==> src/uie_consts.vh <==
// uie_consts.vh: constants for the uart interrupt mask, status and dma ready block
// assumes inclusion by bare name from design files
`ifndef UIE_CONSTS_VH
`define UIE_CONSTS_VH
// register addresses (a2..a0)
`define UIE_ADDR_DATA 3'h0
`define UIE_ADDR_MASK 3'h1
`define UIE_ADDR_IDENT 3'h2
`define UIE_ADDR_LCTL 3'h3
`define UIE_ADDR_LINE 3'h5
`define UIE_ADDR_MODEM 3'h6
// reset values
`define UIE_MASK_RESET 8'h00
`define UIE_FCTL_RESET 8'h00
`define UIE_LCTL_RESET 8'h00
// mask field positions
`define UIE_MASK_RX 0
`define UIE_MASK_TX 1
`define UIE_MASK_LS 2
`define UIE_MASK_MS 3
// fifo control field positions
`define UIE_FCTL_EN 0
`define UIE_FCTL_RXRST 1
`define UIE_FCTL_TXRST 2
`define UIE_FCTL_DMA 3
`define UIE_FCTL_TRIG_LO 6
`define UIE_FCTL_TRIG_HI 7
// line control divisor access bit
`define UIE_LCTL_DLAB 7
// identification codes: priority in bits 3..1, bit 0 set means none pending
`define UIE_ID_NONE 4'h1
`define UIE_ID_LS 4'h6
`define UIE_ID_RX 4'h4
`define UIE_ID_TX 4'h2
`define UIE_ID_MS 4'h0
// fifo geometry
`define UIE_FIFO_DEPTH 8
`define UIE_FIFO_AW 3
`define UIE_CNT_W 4
`endif

==> src/uie_fifo.v <==
// uie_fifo.v: small synchronous fifo with valid/ready on both sides
// assumes one clock and a synchronous active-high reset
`timescale 1ns/1ps
`default_nettype none
module uie_fifo #(
   parameter WIDTH = 8,
   parameter DEPTH = 8,
   parameter AW = 3
) (
   // clock and reset
   input wire clk,
   input wire rst,
   input wire flush,
   // fill side
   input wire in_valid,
   output wire in_ready,
   input wire [WIDTH-1:0] in_data,
   // drain side
   output wire out_valid,
   input wire out_ready,
   output wire [WIDTH-1:0] out_data,
   // fill level
   output reg [AW:0] count
);
   reg [WIDTH-1:0] mem [0:DEPTH-1];
   reg [AW-1:0] wr_ptr;
   reg [AW-1:0] rd_ptr;
   reg not_full;
   reg [AW:0] next_count;
   wire push;
   wire pop;
   // registered so a top-level ready never comes through logic
   assign in_ready = not_full;
   assign out_valid = (count != {(AW+1){1'b0}});
   assign out_data = mem[rd_ptr];
   assign push = in_valid && in_ready;
   assign pop = out_valid && out_ready;
   always @(posedge clk) begin
      if (push) begin
         mem[wr_ptr] <= in_data;
      end
   end
   always @* begin
      next_count = count;
      if (push && !pop) begin
         next_count = count + 1'b1;
      end else if (pop && !push) begin
         next_count = count - 1'b1;
      end
   end
   always @(posedge clk) begin
      if (rst || flush) begin
         wr_ptr <= {AW{1'b0}};
         rd_ptr <= {AW{1'b0}};
         count <= {(AW+1){1'b0}};
         not_full <= 1'b1;
      end else begin
         if (push) begin
            wr_ptr <= wr_ptr + 1'b1;
         end
         if (pop) begin
            rd_ptr <= rd_ptr + 1'b1;
         end
         count <= next_count;
         not_full <= (next_count != DEPTH[AW:0]);
      end
   end
endmodule // uie_fifo
`default_nettype wire

==> src/uie_channel.v <==
// uie_channel.v: one uart channel's interrupt mask, identification, line status
// and dma ready strobes, with an 8-deep receive fifo in the data path.
// assumes: serial engine supplies received characters with error bits, reports
// transmit fifo/holding/shift state, and sets modem change bits; host bus is
// synchronous to clk with one-cycle read and write strobes.
// Behaviour
// - upper four mask bits unused, always read zero
// - mask bit 3 enables interrupt on any modem change bit set
// - mask bit 2 enables interrupt on any line error bit 1..4
// - fifos off: transmit-empty interrupt follows holding register empty
// - fifos on: transmit-empty interrupt needs fifo and holding register empty
// - fifos off: receive interrupt while holding register holds data
// - fifos on: receive interrupt while count at or above trigger level
// - transmit-empty reports priority 3, receive-ready priority 2
// - identification shows receive trigger, clears when count drops below
// - data ready set when a character enters fifo, cleared when empty
// - transmit-empty interrupt cleared by identification read or data write
// - all mask bits clear gives no interrupts; host polls line status
// - line status bit 5 high when transmit fifo empty in fifo mode, holding register empty otherwise
// - line status bit 6 high when transmit fifo, holding and shift register empty
// - line status bit 7 high in fifo mode when any fifo character has an error
// - dma mode 0: transmit ready low while transmit fifo empty in fifo mode, holding register empty otherwise
// - dma mode 0: receive ready low when holding register loaded
// - dma mode 1: transmit ready low while a fifo location is empty
// - dma mode 1: receive interrupt at trigger, fifo keeps filling to full
// - dma mode 1: receive ready low from reaching trigger level until fifo empties
// - masked requests drive the channel's interrupt output
// - fifo mode active when fifo control bit 0 is one
`timescale 1ns/1ps
`default_nettype none
`include "uie_consts.vh"
module uie_channel (
   // clock and reset
   input wire clk,
   input wire rst,
   // host register bus
   input wire cs_n,
   input wire [2:0] addr,
   input wire wr_stb,
   input wire rd_stb,
   input wire [7:0] wr_data,
   output reg [7:0] rd_data,
   // serial engine receive side
   input wire rx_valid,
   output wire rx_ready,
   input wire [7:0] rx_char,
   input wire [3:0] rx_err,
   // serial engine transmit side
   input wire tx_fifo_empty,
   input wire tx_fifo_full,
   input wire tx_hold_empty,
   input wire tx_shift_empty,
   // modem state
   input wire [7:0] modem_status,
   input wire rx_mf_mode,
   // outputs
   output reg channel_irq,
   output reg transmit_ready_n,
   output reg multi_function_pin
);
   localparam CW = `UIE_CNT_W;
   reg [3:0] interrupt_source_mask;
   reg [7:0] fifo_control_register;
   reg [7:0] line_control_register;
   reg tx_pend;
   reg tx_empty_q;
   reg rx_rdy_latch;
   wire [11:0] fifo_out;
   wire fifo_valid;
   wire [CW-1:0] rx_count;
   wire fifo_mode;
   wire dma_mode1;
   wire gen_access;
   wire rd_hit;
   wire pop;
   wire flush;
   wire [3:0] top_err;
   reg [CW-1:0] trig;
   reg [3:0] ident;
   reg [7:0] line_stat;
   reg [`UIE_FIFO_DEPTH-1:0] err_flag;
   wire rx_lvl;
   wire ls_src;
   wire ms_src;
   wire tx_cond;
   wire fifo_err;

   assign fifo_mode = fifo_control_register[`UIE_FCTL_EN];
   assign dma_mode1 = fifo_mode && fifo_control_register[`UIE_FCTL_DMA];
   assign gen_access = !cs_n && !line_control_register[`UIE_LCTL_DLAB];
   // line control stays readable while divisor access is set
   assign rd_hit = rd_stb && !cs_n &&
      (!line_control_register[`UIE_LCTL_DLAB] || addr == `UIE_ADDR_LCTL);
   assign pop = rd_hit && (addr == `UIE_ADDR_DATA) && fifo_valid;
   assign flush = wr_stb && gen_access && (addr == `UIE_ADDR_IDENT) &&
      wr_data[`UIE_FCTL_RXRST];
   assign top_err = fifo_out[11:8];

   // receive fifo holds char plus error bits; engine stalls on rx_ready low
   uie_fifo #(
      .WIDTH(12),
      .DEPTH(`UIE_FIFO_DEPTH),
      .AW(`UIE_FIFO_AW)
   ) u_rx_fifo (
      .clk(clk),
      .rst(rst),
      .flush(flush),
      .in_valid(rx_valid),
      .in_ready(rx_ready),
      .in_data({rx_err, rx_char}),
      .out_valid(fifo_valid),
      .out_ready(pop),
      .out_data(fifo_out),
      .count(rx_count)
   );

   // trigger levels scaled to the 8-deep fifo: 1, 2, 4, 7
   always @* begin
      case (fifo_control_register[`UIE_FCTL_TRIG_HI:`UIE_FCTL_TRIG_LO])
         2'h0: trig = 4'h1;
         2'h1: trig = 4'h2;
         2'h2: trig = 4'h4;
         default: trig = 4'h7;
      endcase
   end

   // per-entry error flags shadow the fifo, for the fifo data error bit
   reg [`UIE_FIFO_AW-1:0] ewr;
   reg [`UIE_FIFO_AW-1:0] erd;
   always @(posedge clk) begin
      if (rst || flush) begin
         ewr <= {`UIE_FIFO_AW{1'b0}};
         erd <= {`UIE_FIFO_AW{1'b0}};
      end else begin
         if (rx_valid && rx_ready) begin
            ewr <= ewr + 1'b1;
         end
         if (pop) begin
            erd <= erd + 1'b1;
         end
      end
   end
   genvar gi;
   generate
      for (gi = 0; gi < `UIE_FIFO_DEPTH; gi = gi + 1) begin : g_err
         always @(posedge clk) begin
            if (rst || flush) begin
               err_flag[gi] <= 1'b0;
            end else if (rx_valid && rx_ready && ewr == gi) begin
               err_flag[gi] <= |rx_err;
            end else if (pop && erd == gi) begin
               err_flag[gi] <= 1'b0;
            end
         end
      end
   endgenerate
   assign fifo_err = |err_flag;

   // interrupt sources
   assign rx_lvl = fifo_mode ? (rx_count >= trig) : fifo_valid;
   assign ls_src = fifo_valid && (|top_err);
   assign ms_src = |modem_status[3:0];
   assign tx_cond = fifo_mode ? (tx_fifo_empty && tx_hold_empty) : tx_hold_empty;

   // transmit-empty interrupt pends on the rising empty condition
   always @(posedge clk) begin
      if (rst) begin
         tx_pend <= 1'b0;
         tx_empty_q <= 1'b0;
      end else begin
         tx_empty_q <= tx_cond;
         if (tx_cond && !tx_empty_q) begin
            tx_pend <= 1'b1;
         end else if (!tx_cond) begin
            tx_pend <= 1'b0;
         end else if (rd_hit && addr == `UIE_ADDR_IDENT && ident == `UIE_ID_TX) begin
            tx_pend <= 1'b0;
         end else if (wr_stb && gen_access && addr == `UIE_ADDR_DATA) begin
            tx_pend <= 1'b0;
         end
      end
   end

   // identification priority: line status, receive, transmit, modem
   always @* begin
      if (interrupt_source_mask[`UIE_MASK_LS] && ls_src) begin
         ident = `UIE_ID_LS;
      end else if (interrupt_source_mask[`UIE_MASK_RX] && rx_lvl) begin
         ident = `UIE_ID_RX;
      end else if (interrupt_source_mask[`UIE_MASK_TX] && tx_pend) begin
         ident = `UIE_ID_TX;
      end else if (interrupt_source_mask[`UIE_MASK_MS] && ms_src) begin
         ident = `UIE_ID_MS;
      end else begin
         ident = `UIE_ID_NONE;
      end
   end

   // line status assembly
   always @* begin
      line_stat[0] = fifo_valid;
      line_stat[4:1] = fifo_valid ? top_err : 4'h0;
      line_stat[5] = fifo_mode ? tx_fifo_empty : tx_hold_empty;
      line_stat[6] = tx_fifo_empty && tx_hold_empty && tx_shift_empty;
      line_stat[7] = fifo_mode && fifo_err;
   end

   // register writes
   always @(posedge clk) begin
      if (rst) begin
         interrupt_source_mask <= 4'h0;
         fifo_control_register <= `UIE_FCTL_RESET;
         line_control_register <= `UIE_LCTL_RESET;
      end else if (wr_stb && !cs_n) begin
         if (addr == `UIE_ADDR_LCTL) begin
            line_control_register <= wr_data;
         end else if (gen_access && addr == `UIE_ADDR_MASK) begin
            interrupt_source_mask <= wr_data[3:0];
         end else if (gen_access && addr == `UIE_ADDR_IDENT) begin
            // reset bits self-clear; bits 5-4 unused
            fifo_control_register <= {wr_data[7:6], 2'h0, wr_data[3], 2'h0, wr_data[0]};
         end
      end
   end

   // read data, registered
   always @(posedge clk) begin
      if (rst) begin
         rd_data <= 8'h00;
      end else if (rd_hit) begin
         case (addr)
            `UIE_ADDR_DATA: rd_data <= fifo_out[7:0];
            `UIE_ADDR_MASK: rd_data <= {4'h0, interrupt_source_mask};
            `UIE_ADDR_IDENT: rd_data <= {{2{fifo_mode}}, 2'h0, ident};
            `UIE_ADDR_LCTL: rd_data <= line_control_register;
            `UIE_ADDR_LINE: rd_data <= line_stat;
            `UIE_ADDR_MODEM: rd_data <= modem_status;
            default: rd_data <= 8'h00;
         endcase
      end
   end

   // dma ready strobes and interrupt pin
   always @(posedge clk) begin
      if (rst) begin
         channel_irq <= 1'b0;
         transmit_ready_n <= 1'b0;
         multi_function_pin <= 1'b1;
         rx_rdy_latch <= 1'b0;
      end else begin
         channel_irq <= (ident != `UIE_ID_NONE);
         if (dma_mode1) begin
            transmit_ready_n <= tx_fifo_full;
            // asserts at trigger, holds until fifo empties
            if (rx_count >= trig) begin
               rx_rdy_latch <= 1'b1;
            end else if (!fifo_valid) begin
               rx_rdy_latch <= 1'b0;
            end
         end else begin
            transmit_ready_n <= fifo_mode ? !tx_fifo_empty : !tx_hold_empty;
            rx_rdy_latch <= fifo_valid;
         end
         multi_function_pin <= rx_mf_mode ? !(dma_mode1 ? (rx_rdy_latch || rx_count >= trig)
            : fifo_valid) : 1'b1;
      end
   end
endmodule // uie_channel
`default_nettype wire

==> config.mk <==
export PLATFORM = sky130hd
export DESIGN_NAME = uie_channel
export DESIGN_NICKNAME = d
export VERILOG_FILES = /design/src/uie_fifo.v /design/src/uie_channel.v
export VERILOG_INCLUDE_DIRS = /design/src /design/src/src
export SDC_FILE = /design/constraint.sdc
export NUM_CORES = 1
export LEC_CHECK = 0
export BUFFER_PORTS_ARGS = -buffer_cell sky130_fd_sc_hd__clkbuf_2
export CAP_MARGIN = 5
export CORE_ASPECT_RATIO = 1.1
export CORE_MARGIN = 5
export CORE_UTILIZATION = 60
export DETAILED_ROUTE_END_ITERATION = 8
export PLACE_DENSITY_LB_ADDON = 0.05
export SLEW_MARGIN = 20
export SYNTH_ARGS = -nofsm -noshare
export SYNTH_HDL_FRONTEND = slang
export SYNTH_SLANG_ARGS = --single-unit
==> constraint.sdc <==
create_clock -name clk -period 3.6 [get_ports clk]
set_clock_uncertainty 0.2 [all_clocks]
set_input_delay 0.18 -clock clk [delete_from_list [all_inputs] [get_ports clk]]
set_output_delay 0.18 -clock clk [all_outputs]
set_load 0.03 [all_outputs]
; ---- Word level (Yosys, flattened, before mapping)
; Memories as Yosys holds them, arrays and structs flattened. A register that Yosys moved wholly into a read port is not among the register bits.
; Index checks and enable logic that the tools add are counted.
[classes]
addsub = 6
order_cmp = 1
n_eq_ne = 26
muxes = 42
bitwise_logic = 3
reduce_logical = 76
[op_table]
columns = op, count
row1 = 8-bit case mux with 6 select lines, 1
row2 = 1-bit logical AND, 44
row3 = 1-bit two-way mux, 32
row4 = 3-bit equality test (second input constant), 10
row5 = 3-bit by 2-bit equality test with 1-bit output (second input constant), 6
row6 = 2-bit nonzero test, 8
row7 = 3-bit by 1-bit adder with 3-bit output (second input constant), 4
row8 = 3-bit two-way mux, 4
row9 = 4-bit two-way mux, 3
row10 = 4-bit OR reduction, 3
row11 = 3-bit by 1-bit equality test with 1-bit output (second input constant), 3
row12 = 3-bit zero test, 3
row13 = 3-bit case mux with 3 select lines, 1
row14 = 1-bit zero test, 8
row15 = 4-bit by 1-bit != test with 1-bit output (second input constant), 2
row16 = 8-bit OR reduction, 1
row17 = 4-bit by 1-bit adder with 4-bit output (second input constant), 1
row18 = 4-bit by 2-bit equality test with 1-bit output (second input constant), 1
row19 = 4-bit greater-or-equal comparator, 1
row20 = 4-bit != test (second input constant), 1
row21 = 4-bit AND reduction, 1
row22 = 4-bit nonzero test, 1
row23 = 4-bit by 1-bit subtractor with 4-bit output (second input constant), 1
row24 = 1-bit logical OR, 3
row25 = other kinds (9), 11
[word_totals]
reg_bits = 55
ram_bits = 96
in_bits = 42
wordCells = 179
n_memories = 1
[mem_list]
columns = memory, words, width, read_ports, rd_ports_with_merged_regs, wr, line
row1 = u_rx_fifo.mem, 8, 12, 1, 1, 1, uie_fifo.v:25  ; reg [WIDTH-1:0] mem [0:DEPTH-1];

; ---- Longest topological paths before layout
[depth]
ltp_word = 12
depth_mapped = 8
ltp_nobuf = 8

; ---- Modules after synthesis
; From an unflattened synthesis, not the netlist that was laid out.
[unflattened]
hier_cells = 516
area_unflattened_um2 = 6796.5
[by_module_without_submodules]
columns = mod, instances, cells_per_inst, area_per_inst_um2, seq_area_each_um2
row1 = uie_fifo, 1, 218, 4284.1, 3163.0
row2 = uie_channel, 1, 298, 2512.4, 880.8

; ---- Least setup slack after synthesis
; No wires, ideal clock.
[synth_path]
kind = reg2reg
start = register u_rx_fifo.not_full (netlist: u_rx_fifo.in_ready)
end = memory u_rx_fifo.mem[0][0] (enable)
setup_time_ps = 412
t_arrival_ps = 2050
path_slack_ps = 938
stages_incl_launch_ff = 4
path_buffers = 1
synth_period_minus_slack_ps = 2662
path_cell_list = dfxtp_1 nand2_1 clkbuf_1 nor4_1
[synth_via]
elab_chain_cells = 3
[synth_lines]
columns = item, line
row1 = start: declaration, uie_fifo.v:28  ; reg not_full;
row2 = start signal: assignment, uie_fifo.v:65  ; not_full <= (next_count != DEPTH[AW:0]);
row3 = 1-bit logical AND, uie_fifo.v:36  ; assign push = in_valid && in_ready;
row4 = 1-bit two-way mux, uie_fifo.v:39  ; if (push) begin
row5 = 1-bit two-way mux (not written as such), uie_fifo.v:40  ; mem[wr_ptr] <= in_data;
row6 = end: declaration, uie_fifo.v:25
; Every way passes these cells.

; ---- Final worst setup path
[layout_path]
start = register u_rx_fifo.count[0]
end = register u_rx_fifo.not_full (netlist: u_rx_fifo.in_ready)
[layout_via]
elab_chain_cells = 7
[layout_lines]
columns = item, line
row1 = start: declaration, uie_fifo.v:23  ; output reg [AW:0] count
row2 = start signal: assignment, uie_fifo.v:55  ; count <= {(AW+1){1'b0}};
row3 = start signal: assignment, uie_fifo.v:64  ; count <= next_count;
row4 = "parallel branches: the longest is 5 deep, another holds 4-bit by 1-bit subtractor with 4-bit output", -
row5 = 4-bit two-way mux (*), uie_fifo.v:45  ; if (push && !pop) begin
row6 = 4-bit != test (*), uie_fifo.v:65
; Every way passes the cells marked *.
; A chain may end at the register's enable or synchronous reset.

==> impl_results.md <==
* Final WS setup at 0.772 ns
* Slowest CP cell: nor3b_1
* Final hold violations at 0
* Status: complete, no violations
* H-tree lvl count at 4
* Ant diodes at 0
* Fin crit share at 0.785
* Switching power total at 958 uW
* Synthesized Nets at 586
* CP startpoint: u_rx_fifo.count[0]
* Reg clk slew, reported paths at 0.06 ns
* Overflow after GRT at 0
* Die Area at 13500 um^2
* Adder and majority gate portion of the synthesized area at 0.0389
* Total Neg Setup Slack at 0 ns
* Routed vias/inst at 5.87
* Placement row count at 40
* Max clock buf depth at 2
* DP Worst Slack at 0.827 ns
* Post-Syn Area at 6750 um^2
* XOR/XNOR Fraction of Synth Area at 0.0117
* Syn Area/Cell at 12.9 um^2
* Chip Width at 111 um
* Reg2reg setup slack at 0.77 ns
* Sink Count at 154
* # IOs at 54
* Root Buffer: clkbuf_16
* Synth Instances at 523
* Port Buffers at 53
* Synth Register Bits at 154
* Pwr dens at 494 nW/um^2
* Post-detailed-routing wire length at 15100 um
* First-pass GRT wire length at 24000 um
* Fillcell total at 703
* Minimum clock period after layout at 2.83 ns
* RSZ-0062 raised after global routing: false
* Cell taking the most area after synthesis: edfxtp_1
* Post-synth cell types at 59
* M1 GR Usage at 0.282
* Mux cell area share after synthesis at 0.116
* DRT iter0 DRCs at 370
* Final net count at 670
* Req. time, crit path at 3.68 ns
* Sequential power share at 0.492
* Most Crowded Layer GR: met2
* Maxcap violations at 0
* Post-DRT Antenna Nets at 0
* Pins Over Slew Limit at 0
* R2r worst-path depth at 8
* Delay-heaviest family, CP: simple AND/OR/NAND/NOR gates
* Fraction of layout cells with a size suffix above 1 at 0.223
* Vias at 4505
* Met3 usage at 0.0638
* Most used flip-flop cell after synthesis: edfxtp_1
* GRT Overall Usage at 0.234
* R2r startpoint: u_rx_fifo.count[0]
* Final Cell Area at 8040 um^2
* Logic pwr share at 0.078
* Slew headroom at 0.421
* Worst path bufs/invs at 2
* Worst path max stage delay at 0.69 ns
* Synth top area share at 0.427
* Asr flop ratio synth at 0
* 1st-pass router iterations at 5
* Sequential cell area at 4040 um^2
* Clock power share at 0.429
* Die height at 121 um
* Finished Layout Cells at 767
* CTS buffer count at 17
* Postcts setup bufs at 0
* Core Area at 11000 um^2
* Grt met2 use at 0.408
* P_leak at 0.00279 uW
* Worst-skew pair later-pin latency at 0.42 ns
* Critical-path maximum fanout at 19
* Largest net degree at the start of global routing at 33
* Post-Place Cell Area at 7230 um^2
* Largest family of logic cells by synthesized area: multiplexers
* Slew at the pin closest to its max-slew limit at 0.868 ns
* # placed instances at 710
* Initial Util at 0.616
* Antenna violations before repair at 0
* Final setup fails at 0
* Internal Power at 3020 uW
* Timing endpoint of the critical path: u_rx_fifo.in_ready
* Ys Warns at 0
* R2R Path End: u_rx_fifo.in_ready
* Arr. time, crit path at 2.91 ns
* Post-DP HPWL at 9890 um
* Post-synth EDFFs at 96
* Synth area leaders: edfxtp_1 43%, dfxtp_1 17%, mux4_2 8.0%
* Vias in the first global route at 4551
* Sequential fraction of the synthesis area at 0.599
* Peak supply drop at 447 uV
* TritonCTS clock tree: built
* Worst path depth at 8
* Area occupied by multi-input gates at 2540 um^2
* Worst-path cell chain: inv_1 > ha_1 > nor3b_1 > a2111oi_4 > buf_4 > or3_1 > a21oi_1 > o2111ai_2
* DRC errors left at 0
* Critical path type: reg2reg
* Synth Area in Simple Gates at 0.111
* Average wire per standard cell at 19.7 um
* F_max at 354 MHz
* RD Place Congestion at 0.901
* Synth-to-Final Area Change at 19.2%
* Compound-Gate Fraction of Synth Area at 0.0947
* Total Power at 3980 uW
* Worst setup SP type: flop
* Switch share at 0.241
* Crit end category: flop
* Hold WC Path Type: in2reg
[kinds of logic (layout without fill, tap and decap cells)]
group,Yosys count,count (layout)
flip-flops,154,154
AND/OR/NAND/NOR,153,153
AO/OA/AOI/OAI,91,91
multiplexers,48,48
buffers and inverters,47,144
adder cells (fa/ha/maj),21,21
XOR/XNOR,9,9
[state kept, by name (all words and copies together) (netlist names), named ones only]
register	count
u_rx_fifo.mem	96
err_flag	8
line_control_register	8
rd_data	8
fifo_control_register	4
interrupt_source_mask	4
u_rx_fifo.count	4
erd	3
ewr	3
u_rx_fifo.rd_ptr	3
u_rx_fifo.wr_ptr	3
channel_irq	1
multi_function_pin	1
rx_rdy_latch	1
transmit_ready_n	1
tx_empty_q	1
tx_pend	1
u_rx_fifo.in_ready	1
[worst min-delay path by stage]
| stage | startpoint | endpoint | cells past startpoint |
|---|---|---|---|
| after floorplan | rst | tx_empty_q | 1 |
| after global placement | wr_data[5] | line_control_register[5] | 3 |
| after detailed placement | wr_data[5] | line_control_register[5] | 3 |
| after CTS | tx_fifo_empty | tx_pend | 5 |
| after global routing | tx_fifo_empty | tx_pend | 5 |
| final | tx_fifo_empty | tx_pend | 5 |
[cell type report]
type,count,share of cell area
repair buffers,95,0.0800
inverters,17,0.00793
clock inverters,15,0.0177
well taps,147,0.0229
multi-input cells,322,0.316
flip-flops and latches,154,0.503
clock buffers,17,0.0529
[cells in the mapped netlist, drive strengths merged (5+ instances only)]
cell and count:
ha 21, xnor2 7, inv 17, nand3 30, edfxtp 96, o21ai 10
a21oi 34, nor2 41, nand2 35, buf 10, mux4 24, nor2b 6
nor3 8, or4 5, mux2i 23, dfxtp 58, clkbuf 20, a22oi 6
a221o 5
[worst reg2reg max path: stages (launching register included)]
cell and delay (ns):
dfxtp_1 0.38, inv_1 0.13, ha_1 0.19, nor3b_1 0.69, a2111oi_4 0.10, buf_4 0.25, or3_1 0.39, a21oi_1 0.23
o2111ai_2 0.15
[routing by layer]
metal  part of all wire  up-vias  routed length [um]
met5                  0        -                   0
met4              0.017        0                 257
met3              0.053       20                 793
met2               0.52      140                7840
met1               0.41     2191                6190
li1                   -     2154                   -
[stage by stage]
stage | util | hold WS, ns
detailed placement | 0.659 | 0.224
finish | 0.734 | 0.0312
global route | 0.734 | 0.0268
CTS | 0.734 | 0.00816
global placement | 0.659 | 0.213
floorplan | - | 0.0653
[power by group through the flow]
stage	registers, uW	clock network [uW]	logic, uW
after floorplan	1990	0	182
after global placement	1990	0	280
after CTS	1960	1720	311
after global routing	1960	1810	344
after detailed placement	1990	0	287
final	1960	1710	312
[timing repair]
item	CTS	global route
hold buffers	25	0
endpoints found under the setup margin	0	0
gates resized for setup	0	0
hold endpoints to repair	117	0
[cell usage in the layout, fill, tap and decap left out, types with 5 or more instances in the layout]
master / netlist / routed
inv_1: 17 / 17
nand3_1: 30 / 30
clkbuf_2: 0 / 53
a22oi_1: 6 / 6
a221o_1: 5 / 5
nor2_1: 41 / 41
o21ai_0: 7 / 7
mux4_2: 24 / 24
dlygate4sd3_1: 0 / 25
a21oi_1: 34 / 34
nand2_1: 35 / 35
clkbuf_16: 0 / 17
edfxtp_1: 96 / 96
ha_1: 21 / 21
mux2i_1: 23 / 23
dfxtp_1: 58 / 58
buf_4: 0 / 17
nor2b_1: 6 / 6
xnor2_1: 7 / 7
(Power assumes the default switching activity.)
